===== config.mk =====
export PLATFORM = sky130hd
export DESIGN_NAME = dsl_spi_load
export DESIGN_NICKNAME = d
export VERILOG_FILES = /design/src/rtl/dsl_spi_load.v /design/src/rtl/dsl_pin_sync.v
export VERILOG_INCLUDE_DIRS = /design/src /design/src/rtl
export SDC_FILE = /design/constraint.sdc
export NUM_CORES = 1
export LEC_CHECK = 0
export BUFFER_PORTS_ARGS = -buffer_cell sky130_fd_sc_hd__buf_2
export CAP_MARGIN = 10
export CORE_ASPECT_RATIO = 1.25
export CORE_MARGIN = 2
export CORE_UTILIZATION = 25
export CTS_BUF_LIST = sky130_fd_sc_hd__clkbuf_16
export CTS_CLUSTER_DIAMETER = 40
export DETAILED_ROUTE_END_ITERATION = 12
export SYNTH_ARGS = -nofsm -noshare
export SYNTH_HDL_FRONTEND = slang
export SYNTH_SLANG_ARGS = --single-unit

===== constraint.sdc =====
create_clock -name core_clk -period 9.5 [get_ports core_clk]
set_input_delay 1.425 -clock core_clk [delete_from_list [all_inputs] [get_ports core_clk]]
set_output_delay 1.425 -clock core_clk [all_outputs]
set_load 0.005 [all_outputs]

===== src/rtl/dsl_consts.vh =====
// Constants for the serial load control of the 16-bit output converter
`ifndef DSL_CONSTS_VH
`define DSL_CONSTS_VH

// Shift register and word layout
`define DSL_WORD_BITS      24
`define DSL_CMD_BITS       8
`define DSL_DATA_BITS      16
`define DSL_EDGE_CNT_BITS  5

// Command bytes, channel field in bits 2:0
`define DSL_CMD_NOP        8'h00
`define DSL_CMD_CLEAR      8'h01
`define DSL_CMD_LOAD       8'h18
`define DSL_CMD_WMODE      8'h28
`define DSL_CMD_PDOWN      8'h38
`define DSL_CMD_WRITE      8'h40
`define DSL_CMD_WR_UPDATE  8'h50
`define DSL_CMD_WR_ALL     8'h60
`define DSL_CMD_RD_PRE     8'h90
`define DSL_CMD_RD_OUT     8'hA0
`define DSL_CMD_RD_SETUP   8'hB0
`define DSL_CHAN_MASK      8'hF8
`define DSL_CHAN_BIT       0

// Power-down field positions in the data word
`define DSL_PD_HIZ_BIT     8
`define DSL_PD_10K_BIT     9

// Setup register field positions
`define DSL_CFG_WMODE_BIT  2
`define DSL_CFG_10K_BIT    1
`define DSL_CFG_HIZ_BIT    0

// Reset values of the data registers
`define DSL_CODE_ZERO      16'h0000
`define DSL_CODE_MID       16'h8000

// Cycles to let the pin synchronisers settle after reset
`define DSL_SETTLE_CYCLES  3'h5

// Synchroniser idle levels: midscale, clear_n, load_n, sdi, sclk, cs_n
`define DSL_SYNC_WIDTH     6
`define DSL_SYNC_INIT      6'h1D

`endif


===== src/rtl/dsl_spi_load.v =====
// Serial command front end and code register update of the converter
//
// Behaviour
// - Frame opens on select low; sample rising
// - Serial output changes on clock falling edge
// - Under 24 rising edges aborts, nothing done
// - Extra bits flow; decode last 24
// - 24-bit shift FIFO, MSB first, shifts out
// - Output released while select high
// - Select fall shows MSB; first change later
// - Word is command byte then data
// - Read commands copy chosen register to FIFO
// - Reads take two frames; echo command
// - No bit count for decode; decode on select rise
// - Data passes through after 24 cycles
// - Writes land in preload; output from code
// - Midscale pin picks power-up zero/midscale
// - Write-block mode holds data in preload
// - Load command and load pin transfer
// - Update and all writes load both
// - Write-through loads both on select rise
// - Power-down chooses high impedance or pulldown
// - After decode, act on command and pin
// - Load pin low copies preload continuously
// - Clear pin or command forces reset code
// - Plain write follows write mode bit
// - Load command uses channel bit mask

// Timing limits for the user
// Every pin passes three flip-flops and an agreement filter
// A frame is acted on at the fifth clock after select rises
// Serial clock high and low each need three core clocks
// Select high needs six core clocks between frames
// Load and clear pins should stay still while select is low
// Reset release reaches the logic two clocks late
// Code registers take the reset code for six more clocks
// Clear pin wins over every command and the load pin
// Read-back words replace the FIFO at the select rise
`timescale 1ns/10ps
`default_nettype none
`include "dsl_consts.vh"

module dsl_spi_load (
  input  wire        core_clk,
  input  wire        reset_n,
  input  wire        chip_select_n,
  input  wire        serial_clk,
  input  wire        serial_in,
  output reg         serial_out,
  output reg         serial_out_oe,
  input  wire        load_strobe_n,
  input  wire        clear_n,
  input  wire        midscale_select_pin,
  output reg  [15:0] output_code_reg,
  output reg  [15:0] preload_reg,
  output reg         write_mode_bit,
  output reg         amp_power_down,
  output reg         out_hiz,
  output reg         out_pulldown,
  output reg         frame_abort
);

  // Reset release through two flip-flops
  reg        rst_meta;
  reg        rst_n;
  always @(posedge core_clk or negedge reset_n) begin
    if (!reset_n) begin
      rst_meta <= 1'b0;
      rst_n    <= 1'b0;
    end else begin
      rst_meta <= 1'b1;
      rst_n    <= rst_meta;
    end
  end

  // Pin synchronisers
  wire [`DSL_SYNC_WIDTH-1:0] pins_sync;
  dsl_pin_sync #(
    .WIDTH (`DSL_SYNC_WIDTH),
    .INIT  (`DSL_SYNC_INIT)
  ) u_sync (
    .core_clk (core_clk),
    .rst_n    (rst_n),
    .pin_in   ({midscale_select_pin, clear_n, load_strobe_n,
                serial_in, serial_clk, chip_select_n}),
    .pin_out  (pins_sync)
  );

  // Synchronised pin levels
  wire cs_n_s   = pins_sync[0];
  wire sclk_s   = pins_sync[1];
  wire sdi_s    = pins_sync[2];
  wire load_n_s = pins_sync[3];
  wire clr_n_s  = pins_sync[4];
  wire mid_s    = pins_sync[5];

  // Edge detection state
  reg        cs_n_prev;
  reg        sclk_prev;
  wire       cs_fall   = cs_n_prev & ~cs_n_s;
  wire       cs_rise   = ~cs_n_prev & cs_n_s;
  // Clock strobes count only while select is low
  wire       sclk_rise = ~cs_n_s & ~sclk_prev & sclk_s;
  wire       sclk_fall = ~cs_n_s & sclk_prev & ~sclk_s;

  // Frame length and settle state
  reg [`DSL_WORD_BITS-1:0]     shift_reg;
  reg [`DSL_EDGE_CNT_BITS-1:0] edge_cnt;
  reg [2:0]                    settle_cnt;
  reg                          init_done;

  // Decoded fields of the last 24 bits
  // command byte then data
  wire [`DSL_CMD_BITS-1:0]  cmd_byte  = shift_reg[`DSL_WORD_BITS-1:`DSL_DATA_BITS];
  wire [`DSL_DATA_BITS-1:0] data_word = shift_reg[`DSL_DATA_BITS-1:0];
  wire       word_ok   = (edge_cnt == `DSL_WORD_BITS);
  wire       chan_zero = (cmd_byte & ~`DSL_CHAN_MASK) == `DSL_CMD_NOP;
  wire [7:0] cmd_op    = cmd_byte & `DSL_CHAN_MASK;
  wire       chan_sel  = data_word[`DSL_CHAN_BIT];
  wire [15:0] reset_code = mid_s ? `DSL_CODE_MID : `DSL_CODE_ZERO;
  wire [15:0] setup_word = {13'h0000, write_mode_bit, out_pulldown, out_hiz};

  // Decode strobe for a complete frame
  // decode on select rise
  wire       exec      = cs_rise & word_ok & init_done;
  // Config commands need the exact byte
  wire       is_clear  = exec & (cmd_byte == `DSL_CMD_CLEAR);
  wire       is_load   = exec & (cmd_byte == `DSL_CMD_LOAD);
  wire       is_wmode  = exec & (cmd_byte == `DSL_CMD_WMODE);
  wire       is_pdown  = exec & (cmd_byte == `DSL_CMD_PDOWN);
  wire       is_write  = exec & chan_zero & (cmd_op == `DSL_CMD_WRITE);
  wire       is_write_update_cmd   = exec & chan_zero & (cmd_op == `DSL_CMD_WR_UPDATE);
  wire       is_wrall  = exec & chan_zero & (cmd_op == `DSL_CMD_WR_ALL);
  wire       is_rdpre  = exec & chan_zero & (cmd_op == `DSL_CMD_RD_PRE);
  wire       is_rdout  = exec & chan_zero & (cmd_op == `DSL_CMD_RD_OUT);
  wire       is_rdset  = exec & chan_zero & (cmd_op == `DSL_CMD_RD_SETUP);

  // Edge history for select and clock
  always @(posedge core_clk or negedge rst_n) begin
    if (!rst_n) begin
      cs_n_prev <= 1'b1;
      sclk_prev <= 1'b0;
    end else begin
      cs_n_prev <= cs_n_s;
      sclk_prev <= sclk_s;
    end
  end

  // Rising edge counter, saturates; only judges frame length
  // no bit count for decode
  always @(posedge core_clk or negedge rst_n) begin
    if (!rst_n) begin
      edge_cnt <= {`DSL_EDGE_CNT_BITS{1'b0}};
    end else if (cs_fall) begin
      edge_cnt <= {`DSL_EDGE_CNT_BITS{1'b0}};
    end else if (sclk_rise && edge_cnt != `DSL_WORD_BITS) begin
      edge_cnt <= edge_cnt + 1'b1;
    end
  end

  // Shift FIFO and read-back load
  always @(posedge core_clk or negedge rst_n) begin
    if (!rst_n) begin
      shift_reg <= {`DSL_WORD_BITS{1'b0}};
    end else if (sclk_rise) begin
      shift_reg <= {shift_reg[`DSL_WORD_BITS-2:0], sdi_s};
    end else if (is_rdpre) begin
      shift_reg <= {cmd_byte, preload_reg};
    end else if (is_rdout) begin
      shift_reg <= {cmd_byte, output_code_reg};
    end else if (is_rdset) begin
      shift_reg <= {cmd_byte, setup_word};
    end
  end

  // Serial output drive and release
  always @(posedge core_clk or negedge rst_n) begin
    if (!rst_n) begin
      serial_out    <= 1'b0;
      serial_out_oe <= 1'b0;
    end else begin
      serial_out_oe <= ~cs_n_s;
      if (cs_fall) begin
        serial_out <= shift_reg[`DSL_WORD_BITS-1];
      end else if (sclk_fall) begin
        // prior bits pass out after 24 cycles
        serial_out <= shift_reg[`DSL_WORD_BITS-1];
      end
    end
  end

  // Abort indication for a short frame
  always @(posedge core_clk or negedge rst_n) begin
    if (!rst_n) begin
      frame_abort <= 1'b0;
    end else begin
      frame_abort <= cs_rise & ~word_ok & init_done;
    end
  end

  // Settle wait while loading the power-up code
  always @(posedge core_clk or negedge rst_n) begin
    if (!rst_n) begin
      settle_cnt <= 3'h0;
      init_done  <= 1'b0;
    end else if (!init_done) begin
      settle_cnt <= settle_cnt + 3'h1;
      // Midscale level is filtered before the last load
      if (settle_cnt == `DSL_SETTLE_CYCLES) begin
        init_done <= 1'b1;
      end
    end
  end

  // Mode and power-down settings
  always @(posedge core_clk or negedge rst_n) begin
    if (!rst_n) begin
      write_mode_bit <= 1'b0;
      amp_power_down <= 1'b0;
      out_hiz        <= 1'b0;
      out_pulldown   <= 1'b0;
    end else if (!clr_n_s || is_clear) begin
      write_mode_bit <= 1'b0;
      amp_power_down <= 1'b0;
      out_hiz        <= 1'b0;
      out_pulldown   <= 1'b0;
    end else if (is_wmode && chan_sel) begin
      write_mode_bit <= data_word[`DSL_PD_HIZ_BIT];
    end else if (is_pdown && chan_sel) begin
      out_hiz        <= data_word[`DSL_PD_HIZ_BIT];
      out_pulldown   <= data_word[`DSL_PD_10K_BIT] & ~data_word[`DSL_PD_HIZ_BIT];
      amp_power_down <= data_word[`DSL_PD_HIZ_BIT] | data_word[`DSL_PD_10K_BIT];
    end
  end

  // Preload register
  always @(posedge core_clk or negedge rst_n) begin
    if (!rst_n) begin
      preload_reg <= `DSL_CODE_ZERO;
    end else if (!init_done || !clr_n_s || is_clear) begin
      preload_reg <= reset_code;
    end else if (is_write || is_write_update_cmd || is_wrall) begin
      preload_reg <= data_word;
    end
  end

  // Next output code; reset code, then writes, then loads
  reg [15:0] next_output_code;
  always @* begin
    next_output_code = output_code_reg;
    if (!init_done || !clr_n_s || is_clear) begin
      next_output_code = reset_code;
    end else if (is_write_update_cmd || is_wrall) begin
      next_output_code = data_word;
    end else if (is_write && write_mode_bit) begin
      next_output_code = data_word;
    end else if (is_write && !load_n_s) begin
      next_output_code = data_word;
    end else if (is_load && chan_sel) begin
      next_output_code = preload_reg;
    end else if (!load_n_s) begin
      next_output_code = preload_reg;
    end
  end

  // Output code register
  always @(posedge core_clk or negedge rst_n) begin
    if (!rst_n) begin
      output_code_reg <= `DSL_CODE_ZERO;
    end else begin
      output_code_reg <= next_output_code;
    end
  end

endmodule

`default_nettype wire


===== src/rtl/dsl_pin_sync.v =====
// Three-stage pin synchroniser with second/third stage agreement filter
`timescale 1ns/10ps
`default_nettype none

module dsl_pin_sync #(
  parameter             WIDTH = 6,
  parameter [WIDTH-1:0] INIT  = {WIDTH{1'b0}}
) (
  input  wire             core_clk,
  input  wire             rst_n,
  input  wire [WIDTH-1:0] pin_in,
  output wire [WIDTH-1:0] pin_out
);

  genvar i;

  // One synchroniser and filter per pin
  generate
    for (i = 0; i < WIDTH; i = i + 1) begin : g_bit
      reg stage1;
      reg stage2;
      reg stage3;
      reg level;

      always @(posedge core_clk or negedge rst_n) begin
        if (!rst_n) begin
          stage1 <= INIT[i];
          stage2 <= INIT[i];
          stage3 <= INIT[i];
          level  <= INIT[i];
        end else begin
          stage1 <= pin_in[i];
          stage2 <= stage1;
          stage3 <= stage2;
          // Change accepted once two later stages agree
          if (stage2 == stage3) begin
            level <= stage3;
          end
        end
      end

      assign pin_out[i] = level;
    end
  endgenerate

endmodule

`default_nettype wire


Word level (Yosys, flattened, before mapping)

Cells that the tools add are included.

Register bits: 100
Output and inout port bits: 39
Logic and storage cells: 147

$add $sub $neg: 2
Equality and inequality tests: 21
Muxes and demuxes: 30
Bitwise gates (word level): 29
Reductions and logical operators: 23

Operators with widths:

| kind                                                                  | count |
|---|---|
| 16-bit two-way mux                                                    | 12 |
| 24-bit two-way mux                                                    | 1 |
| 1-bit bitwise AND                                                     | 22 |
| 5-bit equality test, second input constant                            | 4 |
| 8-bit by 6-bit equality test with 1-bit output, second input constant | 2 |
| 5-bit by 4-bit equality test with 1-bit output, second input constant | 3 |
| 1-bit two-way mux                                                     | 15 |
| 5-bit two-way mux                                                     | 2 |
| 2-bit nonzero test                                                    | 5 |
| 8-bit by 1-bit equality test with 1-bit output, second input constant | 1 |
| 8-bit by 5-bit equality test with 1-bit output, second input constant | 1 |
| 8-bit logical NOT                                                     | 1 |
| 1-bit equality test                                                   | 6 |
| 1-bit logical AND                                                     | 6 |
| 1-bit logical OR                                                      | 6 |
| 6-bit inequality test, second input constant                          | 1 |
| 1-bit inverter                                                        | 6 |
| 5-bit by 1-bit adder with 5-bit output, second input constant         | 1 |
| 5-bit inequality test, second input constant                          | 1 |
| 4-bit nonzero test                                                    | 1 |
| 3-bit by 1-bit adder with 3-bit output, second input constant         | 1 |
| 3-bit equality test, second input constant                            | 1 |
| 1-bit logical NOT                                                     | 3 |
| 2-bit inequality test, second input constant                          | 1 |
| other kinds (2)                                                       | 2 |

Logic depth before layout (Yosys ltp)

Gate-level depths: netlist of run 1.

Word-level depth: 11
Mapped depth: 9
Depth with buffers taken out: 7

Modules after synthesis

Synthesis of run 1 repeated with hierarchy kept, for this count alone.

Cells, all modules: 402
Area, all modules: 4624.4 um^2

By module, submodules not included:

| module       | times used | cells each | area an instance (um^2) | seq. area each (um^2) |
|---|---|---|---|---|
| dsl_spi_load | 1          | 366        | 3891.2                  | 1903.1 |
| dsl_pin_sync | 1          | 36         | 733.2                   | 620.6 |

Worst setup path after synthesis of run 1

Ideal clock, no wire load.

Path type: reg2reg
Start: register u_sync.g_bit[0].level
End: register output_code_reg[0]
Library setup time: 0.125 ns
Data arrival time: 2.275 ns
Required time: 9.375 ns
Setup slack: 7.101 ns
Cell stages (with the launch flop): 7
Path buffers: 1
Clock period less this slack: 2.399 ns
Path through: dfstp_2 > or4bb_1 > nor2_2 > nand2_2 > o2111ai_2 > buf_4 > mux2_2

Cells in the longest elaborated chain, start to end: 10
Elaborated cells between the ends (all ways): 20

RTL lines:

| what                                                           | line                                   | RTL |
|---|---|---|
| start: declaration                                             | dsl_pin_sync.v:23                      | `reg level;` |
| start signal: assignment                                       | dsl_pin_sync.v:30                      | `level <= INIT[i];` |
| start signal: assignment                                       | dsl_pin_sync.v:37                      | `level <= stage3;` |
| 1-bit bitwise AND (*)                                          | dsl_spi_load.v:101                     | `wire cs_rise = ~cs_n_prev & cs_n_s;` |
| 1-bit bitwise AND (*) (2 in series)                            | dsl_spi_load.v:125                     | `wire exec = cs_rise & word_ok & init_done;` |
| 1-bit bitwise AND (on tied branches)                           | -                                      |  |
| 1-bit logical AND / 1-bit bitwise AND (equally long branches)  | dsl_spi_load.v:259, dsl_spi_load.v:131 |  |
| 16-bit two-way mux / 1-bit logical AND (equally long branches) | dsl_spi_load.v:259, dsl_spi_load.v:257 |  |
| 16-bit two-way mux                                             | dsl_spi_load.v:257                     | `end else if (is_write && !load_n_s) begin` |
| 16-bit two-way mux                                             | dsl_spi_load.v:255                     | `end else if (is_write && write_mode_bit) begin` |
| 16-bit two-way mux                                             | dsl_spi_load.v:253                     | `end else if (is_write_update_cmd \|\| is_wrall) begin` |
| 16-bit two-way mux                                             | dsl_spi_load.v:251                     | `if (!init_done \|\| !clr_n_s \|\| is_clear) begin` |
| end signal: assignment                                         | dsl_spi_load.v:269                     | `` output_code_reg <= `DSL_CODE_ZERO; `` |
| end signal: assignment                                         | dsl_spi_load.v:271                     | `output_code_reg <= next_output_code;` |
| end: declaration                                               | dsl_spi_load.v:54                      | `output reg [15:0] output_code_reg,` |

Mark *: on every way between the ends. The rest lies on a longest branch, timed or not.
A chain may end at the register's enable or synchronous reset.

Worst setup path after layout of run 1

Start: register u_sync.g_bit[0].level
End: register output_code_reg[4]

Same word-level chain as after synthesis.

==> qor.txt, run 1 <==
Num CTS Buffers -> 9
Static leakage -> 0.00218 uW
Grt ovf -> 0
Fin. max-slew vios -> 0
Die H -> 154 um
Area leader, netlist -> dfrtp_1
Final setup fails -> 0
Final #Nets -> 464
Clock sink count -> 100
RSZ-0062 raised after global routing -> false
Psw -> 331 uW
Vias in the first global route -> 3595
Synthesized cell area -> 4520 um2
Sequential power share -> 53.5%
Clock Path Buffers -> 2
Cell area power density -> 203 nW/um2
Hold Buf Count CTS -> 0
Largest net degree at the start of global routing -> 58
CP Capture Type -> flip-flop
Met3 routed WL -> 546 um
Skew final -> 0.00706 ns
Post-Syn Nets -> 432
Diode count -> 0
Worst-path clk slew -> 0.06 ns
Crit Path Max Fanout -> 17
Hpwl dp -> 7.70 mm
Asr flop ratio synth -> 100%
Syn_area_per_cell -> 10.8 um2
Post-synth top area share -> 46.0%
Peak supply drop -> 0.0696 mV
R2R Setup Slk -> 5.79 ns
Fin crit share -> 39.1%
Run status -> complete, no violations
Routed wire length per instance -> 16.8 um
Pre-Repair DR Iteration Count -> 5
PortBufs -> 46
Total Routing Usage GR -> 12.3%
Max Cap Viol -> 0
Die X -> 124 um
Root Driver -> clkbuf_16
Hold crit path type -> flip-flop to async pin
Synth unique cells -> 53
Initial antenna violation count -> 0
Layout cell share with drive strength beyond 1 -> 23.6%
Comb pwr share -> 15.5%
Sequential area share after synthesis -> 55.9%
Power share of the clock group -> 31.0%
Placed cell area -> 4920 um2
Slew @ Worst Pin -> 1.27 ns
Placeable Area -> 17600 um2
Setup Fix Bufs, Post-CTS -> 0
DRC -> 0
Initial core utilization -> 25.7%
Placer's final routability congestion estimate -> 0.801
Number of top-level pins -> 47
Row count -> 54
CP Launch Type -> flip-flop
Minimum clock period -> 3.71 ns
Synth top cells by count -> 83 x dfrtp_1, 66 x nand2_1, 43 x a21oi_1
First-pass GRT wire length -> 19.1 mm
Design Area, Final -> 5180 um2
Vias per cell -> 4.99
Cells after synthesis -> 420
Normalized max-slew margin -> 15.3%
Clk_lat worst skew -> 0.35 ns
WS Path Type -> flip-flop to flip-flop
Critical Path AT -> 3.94 ns
H-tree depth -> 3
Worst Path Required -> 9.72 ns
EDFF count, synth -> 0
Die ar. -> 19200 um2
Metal2 WL -> 5.87 mm
Most common cell in the netlist -> dfrtp_1
Top routing layer in use -> met4
Area contributors post-synth -> dfrtp_1 46%, dfstp_2 9.9%, nand2_1 5.5%, a21oi_1 4.8%, mux2_2 4.0%
Yosys reg bits -> 100
Max Clk Rate -> 0.269 GHz
DR vias -> 3396
Warnings from Yosys -> 0
Hold Violations, Final -> 0
Synth-to-Final Area Change -> 14.7%
WL final -> 11.5 mm
Remaining antenna violation count -> 0
Net Sw Frac -> 31.5%
PostCTS Resize Cnt -> 0
Max reg flops -> 24
Internal -> 721 uW
Main synth FF type -> dfrtp_1
CTS tree -> done
Filler cell count -> 1826
Setup TNS -> 0 ns
Drt initial violations -> 327
M1 WL -> 4.75 mm
[cell usage in the layout (no fill, tap or decap), types with 4 or more instances in the layout]
cell type | netlist | layout
ha_1 | 4 | 4
nor2_1 | 12 | 12
o31ai_1 | 18 | 18
nand2_1 | 66 | 66
inv_1 | 13 | 14
nand4_1 | 21 | 21
maj3_1 | 6 | 6
o22ai_1 | 8 | 8
dfstp_2 | 17 | 17
dfrtp_1 | 83 | 82
a22oi_1 | 12 | 12
clkbuf_16 | 0 | 9
a21oi_1 | 43 | 43
mux2_2 | 16 | 16
a31oi_1 | 4 | 4
o211ai_1 | 4 | 4
nand3_1 | 4 | 4
buf_2 | 5 | 46
mux2i_1 | 6 | 6
nor2b_1 | 4 | 4
[area by class of cell]
class                      count  area (um2)  share of cell area (%)
timing repair buffer          49         253                    4.88
clock inverter                 7        36.3                   0.701
sequential                   100        2530                    48.8
multi-input combinational    279        1810                    34.9
inverter                      13        48.8                   0.942
tap                          224         280                    5.41
clock buffer                   9         225                    4.35
[per-stage QoR]
step	total power [uW]	std cells	setup slack, ns	hold slack, ns	util [%]
floorplan	673	420	6.54	0.331	-
global route	1110	681	5.59	0.351	29.5
detailed placement	731	665	5.84	0.335	28.0
global placement	723	665	5.93	0.328	28.0
finish	1050	681	5.79	0.322	29.5
CTS	1060	681	5.82	0.348	29.5
[path summary, 6_finish.rpt]
check	startpoint	end	cells after the start
setup / recovery	u_sync.g_bit[0].level$_DFFE_PN1N_	output_code_reg[4]$_DFFE_PN0P_	5
hold / removal	rst_n$_DFF_PN0_	u_sync.g_bit[5].stage3$_DFF_PN0_	0
setup reg to reg	u_sync.g_bit[0].level$_DFFE_PN1N_	output_code_reg[4]$_DFFE_PN0P_	5
hold reg to reg	rst_n$_DFF_PN0_	u_sync.g_bit[5].stage3$_DFF_PN0_	0
max in group asynchronous	rst_n$_DFF_PN0_	shift_reg[9]$_DFFE_PN0P_	1
min in group core_clk	u_sync.g_bit[1].stage1$_DFF_PN0_	u_sync.g_bit[1].stage2$_DFF_PN0_	0
[critical path, cell delays in order, from the launching register on]
cell       delay (ns)
dfstp_2          0.65
or4bb_1          0.53
nor2_2           0.59
nand2_2          0.44
o2111ai_2        0.95
mux2_2           0.42
[power by group through the flow]
stage | combinational, uW | sequential [uW] | clock [uW]
floorplan | 135 | 537 | 0
global placement | 157 | 566 | 0
detailed placement | 162 | 569 | 0
CTS | 162 | 562 | 340
global route | 180 | 573 | 358
finish | 163 | 563 | 327
[layer usage]
metal | vias to the layer above | GRT usage, %
li1 | 1587 | -
met1 | 1682 | 14.6
met2 | 106 | 21.8
met3 | 21 | 1.80
met4 | 0 | 5.89
met5 | - | 0
[logic make-up (layout without fill, tap and decap cells)]
family	Yosys count	count (layout)	share of synthesized area, %
xor gates and xnor gates	5	5	0.970
and+or+nand+nor	137	137	16.0
buffers and inverters	41	78	4.21
muxes	22	22	5.32
AOI/OAI and AO/OA	104	104	15.1
other	1	1	0.0830
adders and majority gates	10	10	2.44
DFF	100	100	55.9
Note: power is estimated with default switching activity, not from simulation.
==> run 2: changes to the inputs <==
clock period = 3.75 ns   (was 9.5 ns; I/O delays follow)
==> qor.txt, run 2 (synthesized netlist as in run 1, its figures left out) <==
Total Routing Usage GR -> 12.2% (-0.074 points)
Most frequent cells in the layout -> 82 x dfrtp_1, 66 x nand2_1, 46 x buf_2
Routed wire length per instance -> 16.6 um (-1.2%)
Fin Hold WS -> 0.307 ns (-0.0157 ns)
Vias in the first global route -> 3587 (-0.22%)
Row count -> 54 (unchanged)
Commonest non-fill, non-tap cell in the layout -> dfrtp_1
CTS tree -> done
Die H -> 154 um (unchanged)
Placer's final routability congestion estimate -> 0.803 (+0.26%)
Hpwl dp -> 7.74 mm (+0.44%)
Overall Power -> 2680 uW (+150%)
Sequential power share -> 53.4% (about the same)
Layout cell share with drive strength beyond 1 -> 24.3% (+0.67 points)
Drt initial violations -> 326 (-0.31%)
Hold crit path type -> primary input to flip-flop
Critical path's most frequent cell -> buf_4
Vias per cell -> 5.01 (+0.56%)
Clock sink count -> 100 (unchanged)
PortBufs -> 46 (unchanged)
Hold Violations, Final -> 0 (unchanged)
Fin. max-slew vios -> 0 (unchanged)
DRC -> 0 (unchanged)
Max Cap Viol -> 0 (unchanged)
Net Sw Frac -> 31.7% (+0.27 points)
Synth-to-Final Area Change -> 16.0%
Normalized max-slew margin -> 26.2% (+11 points)
RSZ-0062 raised after global routing -> false
Crit. Startpoint -> u_sync.g_bit[0].level$_DFFE_PN1N_
CP delay by family, top -> simple AND/OR/NAND/NOR gates
Power share of the clock group -> 30.8% (-0.2 points)
Diode count -> 0 (unchanged)
Comb pwr share -> 15.7% (+0.2 points)
Placed Instances -> 672 (+1.1%)
Grt ovf -> 0 (unchanged)
Filler cell count -> 1819 (-0.38%)
Critical Path AT -> 3.08 ns (-0.86 ns)
Setup TNS -> 0 ns (unchanged)
Skew final -> 0.00737 ns (+0.000313 ns)
Num CTS Buffers -> 9 (unchanged)
Max reg flops -> 24 (unchanged)
Slowest CP cell -> dfstp_2
Placeable Area -> 17600 um2 (unchanged)
H-tree depth -> 3 (unchanged)
Crit-path max cell delay -> 0.65 ns (-0.30 ns)
Crit path buf inv count -> 2 (+2)
Peak supply drop -> 0.212 mV (+200%)
Internal -> 1830 uW (+150%)
Reg2Reg Launch Point -> u_sync.g_bit[0].level$_DFFE_PN1N_
Placed cell area -> 4970 um2 (+1.1%)
Max Clk Rate -> 0.351 GHz (+30%)
Initial core utilization -> 25.7% (unchanged)
Largest net degree at the start of global routing -> 71 (+22%)
Pre-Repair DR Iteration Count -> 5 (unchanged)
Setup Fix Bufs, Post-CTS -> 0 (unchanged)
Die ar. -> 19200 um2 (unchanged)
Run status -> complete, no violations
Minimum clock period -> 2.85 ns (-0.863 ns)
Crit Path Max Fanout -> 17 (unchanged)
Final setup fails -> 0 (unchanged)
Static leakage -> 0.00224 uW (+2.6%)
Clk_lat worst skew -> 0.35 ns (about the same)
Root Driver -> clkbuf_16
Crit path cell chain -> or4bb_1, nor2_2, buf_4, nand2_2, o2111ai_2, buf_4, mux2_2
Die X -> 124 um (unchanged)
Cell area power density -> 512 nW/um2 (+150%)
DR vias -> 3455 (+1.7%)
CP Launch Type -> flip-flop
WS Path Type -> flip-flop to flip-flop
First-pass GRT wire length -> 19.0 mm (-0.72%)
Min-delay src -> chip_select_n
Fin cells -> 689 (+1.2%)
Clock Path Buffers -> 2 (unchanged)
Psw -> 851 uW (+160%)
Final #Nets -> 472 (+1.7%)
Worst Path Required -> 3.98 ns (-5.74 ns)
WL final -> 11.5 mm (about the same)
CP Capture Type -> flip-flop
Worst-path clk slew -> 0.07 ns (about the same)
Fin crit share -> 76.0% (+37 points)
Remaining antenna violation count -> 0 (unchanged)
Slew @ Worst Pin -> 1.10 ns (-0.161 ns)
Design Area, Final -> 5240 um2 (+1.1%)
Number of top-level pins -> 47 (unchanged)
Initial antenna violation count -> 0 (unchanged)
==> run 2: cell types whose count changed in the layout (fill, tap and decap cells not counted), sizes merged <==
cell	before	now
clkinv	4	2
dlygate4sd3	0	1
buf	49	56
clkinvlp	2	0
inv	14	18
==> run 2: layout make-up <==
type                    instances  area (um2)  share of cell area (%)
clock buffers                   9         225                    4.30
multi-input cells             279        1810                    34.5
clock inverters                 7        32.5                   0.621
flip-flops and latches        100        2530                    48.3
well taps                     224         280                    5.35
inverters                      13        48.8                   0.932
repair buffers                 57         315                    6.02
==> run 2: repair_timing <==
| action | in CTS | in global routing |
|---|---|---|
| hold buffers | 1 | 0 |
| resized for setup | 0 | 0 |
| hold endpoints to repair | 2 | 0 |
==> run 2: power groups by stage <==
stage / combinational [uW] / sequential (uW) / clock [uW]
floorplan: 343 / 1360 / 0
global placement: 400 / 1440 / 0
finish: 422 / 1430 / 827
global route: 471 / 1460 / 895
CTS: 420 / 1430 / 857
detailed placement: 416 / 1450 / 0
==> run 2: final timing paths <==
| kind | endpoint | slack [ns] | depth (start not counted) |
|---|---|---|---|
| min reg2reg | u_sync.g_bit[5].stage2$_DFF_PN0_ | 0.35 | 0 |
| min in group asynchronous | u_sync.g_bit[5].stage1$_DFF_PN0_ | 0.45 | 0 |
| min | u_sync.g_bit[0].stage1$_DFF_PN1_ | 0.31 | 1 |
| max in group asynchronous | u_sync.g_bit[4].level$_DFFE_PN1N_ | 2.35 | 1 |
| max reg2reg | output_code_reg[5]$_DFFE_PN0P_ | 0.90 | 7 |
| max | output_code_reg[5]$_DFFE_PN0P_ | 0.90 | 7 |
==> run 2: stage by stage <==
stage	setup WS, ns	util, %
finish	0.900	29.8
global placement	0.971	28.3
CTS	0.874	29.8
floorplan	0.788	-
detailed placement	0.889	28.3
global route	0.689	29.8
==> run 2: worst register-to-register path, cell delays in order, from the launching register on <==
cell	delay [ns]
dfstp_2	0.65
or4bb_1	0.54
nor2_2	0.09
buf_4	0.24
nand2_2	0.28
o2111ai_2	0.27
buf_4	0.30
mux2_2	0.37
==> run 2: layer usage <==
layer | vias up | track usage, % | wire (um)
met5 | - | 0 | 0
met4 | 0 | 5.94 | 427
met3 | 28 | 2.87 | 641
met2 | 113 | 21.0 | 5790
met1 | 1716 | 14.3 | 4610
li1 | 1598 | - | -
==> run 3: changes to the inputs <==
clock period = 2.8 ns   (was 3.75 ns; I/O delays follow)
==> qor.txt, run 3 (synthesized netlist as in run 1, its figures left out) <==
CP Capture Type -> flip-flop
Remaining antenna violation count -> 0 (unchanged)
Vias per cell -> 5.00 (-0.26%)
Reg2Reg Launch Point -> u_sync.g_bit[0].level$_DFFE_PN1N_
Die ar. -> 19200 um2 (unchanged)
Largest net degree at the start of global routing -> 52 (-27%)
R2R Setup Slk -> 0.37 ns (-0.53 ns)
Final setup fails -> 0 (unchanged)
Die H -> 154 um (unchanged)
RSZ-0062 raised after global routing -> false
Min-delay src -> chip_select_n
WS Path Type -> flip-flop to flip-flop
Static leakage -> 0.00231 uW (+3.1%)
Worst-path clk slew -> 0.07 ns (about the same)
WL final -> 11.8 mm (+2.7%)
Psw -> 1140 uW (+34%)
Die X -> 124 um (unchanged)
Crit-path max cell delay -> 0.60 ns (-0.05 ns)
Clock Path Buffers -> 2 (unchanged)
Placed Instances -> 685 (+1.9%)
Final #Nets -> 485 (+2.8%)
First-pass GRT wire length -> 19.3 mm (+1.5%)
Peak supply drop -> 0.295 mV (+39%)
Worst Path Required -> 3.08 ns (-0.90 ns)
Diode count -> 0 (unchanged)
Filler cell count -> 1838 (+1.0%)
Hold crit path type -> primary input to flip-flop
Most used routing layer -> met2
Skew final -> 0.00778 ns (+0.000410 ns)
Placed cell area -> 5090 um2 (+2.5%)
Max Cap Viol -> 0 (unchanged)
Crit Path Max Fanout -> 15 (-2)
Comb pwr share -> 18.0% (+2.3 points)
Power share of the clock group -> 30.0% (-0.8 points)
Grt ovf -> 0 (unchanged)
Routing usage on met1 -> 14.5% (+0.18 points)
Most frequent cells in the layout -> 82 x dfrtp_1, 66 x nand2_1, 46 x buf_2
Max Clk Rate -> 0.412 GHz (+17%)
Setup crit end -> shift_reg[5]$_DFFE_PN0P_
Initial antenna violation count -> 0 (unchanged)
FF-to-FF End -> shift_reg[5]$_DFFE_PN0P_
Clock sink count -> 100 (unchanged)
DR vias -> 3511 (+1.6%)
Synth-to-Final Area Change -> 18.6%
Worst R2R Path Depth -> 6 (-1)
Initial core utilization -> 25.7% (unchanged)
Placeable Area -> 17600 um2 (unchanged)
Total Routing Usage GR -> 12.5% (+0.31 points)
Post-layout util -> 30.5% (+0.68 points)
Clk_lat worst skew -> 0.35 ns (about the same)
Slew @ Worst Pin -> 0.622 ns (-0.482 ns)
Crit path cell chain -> or4bb_1, or4_1, nor3b_4, buf_4, a22oi_1, a21oi_1
Placer's final routability congestion estimate -> 0.915 (+14%)
Layout cell share with drive strength beyond 1 -> 26.2% (+1.8 points)
Pre-CTS setup slack -> 0.378 ns (-0.511 ns)
Global routing usage on met2 -> 21.6% (+0.62 points)
Critical Path AT -> 2.71 ns (-0.37 ns)
CP Launch Type -> flip-flop
Design Area, Final -> 5360 um2 (+2.3%)
Commonest non-fill, non-tap cell in the layout -> dfrtp_1
Normalized max-slew margin -> 58.6% (+32 points)
H-tree depth -> 3 (unchanged)
Internal -> 2480 uW (+35%)
Routed wire length per instance -> 16.8 um (+0.84%)
Crit. Startpoint -> u_sync.g_bit[0].level$_DFFE_PN1N_
Net Sw Frac -> 31.4% (-0.28 points)
CTS tree -> done
Fin crit share -> 86.8% (+11 points)
Root Driver -> clkbuf_16
Hold Violations, Final -> 0 (unchanged)
Cell area power density -> 676 nW/um2 (+32%)
Max reg flops -> 24 (unchanged)
Number of top-level pins -> 47 (unchanged)
Drt initial violations -> 324 (-0.61%)
Sequential power share -> 52.0% (-1.4 points)
Run status -> complete, no violations
DRC -> 0 (unchanged)
Final setup margin -> 0.371 ns (-0.530 ns)
PortBufs -> 46 (unchanged)
Minimum clock period -> 2.43 ns (-0.420 ns)
Row count -> 54 (unchanged)
Fin. max-slew vios -> 0 (unchanged)
Fin cells -> 702 (+1.9%)
Setup Fix Bufs, Post-CTS -> 0 (unchanged)
Hpwl dp -> 8.16 mm (+5.5%)
Pre-Repair DR Iteration Count -> 5 (unchanged)
Slowest CP cell -> or4_1
Num CTS Buffers -> 9 (unchanged)
Met3 usage -> 2.80% (-0.069 points)
Setup TNS -> 0 ns (unchanged)
Vias in the first global route -> 3596 (+0.25%)
run 3: changes by cell type in the layout (fill, tap and decap cells not counted), sizes merged:
cell,change
buf,+13
clkinvlp,+1
clkinv,-1
run 3: metrics by stage:
| step | power (uW) | hold slack (ns) |
|---|---|---|
| detailed placement | 2550 | 0.208 |
| finish | 3620 | 0.167 |
| global route | 3810 | 0.158 |
| global placement | 2510 | 0.205 |
| floorplan | 2280 | 0.124 |
| CTS | 3660 | 0.149 |
run 3: timing repair:
action	4_1_cts	5_1_grt
endpoints found under the hold margin	2	0
resized for setup	0	0
hold buffers	1	0
run 3: worst min path at each step:
stage	endpoint	slack, ns	depth (start not counted)
CTS	u_sync.g_bit[3].stage1$_DFF_PN1_	0.15	1
global placement	rst_meta$_DFF_PN0_	0.21	1
floorplan	rst_meta$_DFF_PN0_	0.12	0
finish	u_sync.g_bit[0].stage1$_DFF_PN1_	0.17	1
detailed placement	rst_meta$_DFF_PN0_	0.21	1
global route	u_sync.g_bit[3].stage1$_DFF_PN1_	0.16	1
run 3: final cells by class:
class | instances | area [um2] | area share (%)
clock buffer | 9 | 225 | 4.20
tap | 224 | 280 | 5.23
sequential | 100 | 2530 | 47.2
inverter | 13 | 48.8 | 0.911
timing repair buffer | 70 | 438 | 8.18
clock inverter | 7 | 30.0 | 0.561
multi-input combinational | 279 | 1810 | 33.7
run 3: critical path, delay by kind of cell (launching register included):
kind	cells	cell delay [ns]
simple gates	3	1.33
compound gates	2	0.24
flops	1	0.53
buf+inv	1	0.25
run 3: routing by layer:
metal  vias to the layer above  share of wire, %
li1                       1625                 -
met1                      1750                40
met2                       105                52
met3                        31               5.1
met4                         0               3.2
met5                         -                 0
run 3: power groups by stage:
stage / Clock (uW) / Sequential [uW] / Combinational (uW)
floorplan: 0 / 1820 / 460
global placement: 0 / 1890 / 628
detailed placement: 0 / 1900 / 648
CTS: 1130 / 1880 / 653
global route: 1180 / 1910 / 721
finish: 1090 / 1880 / 653
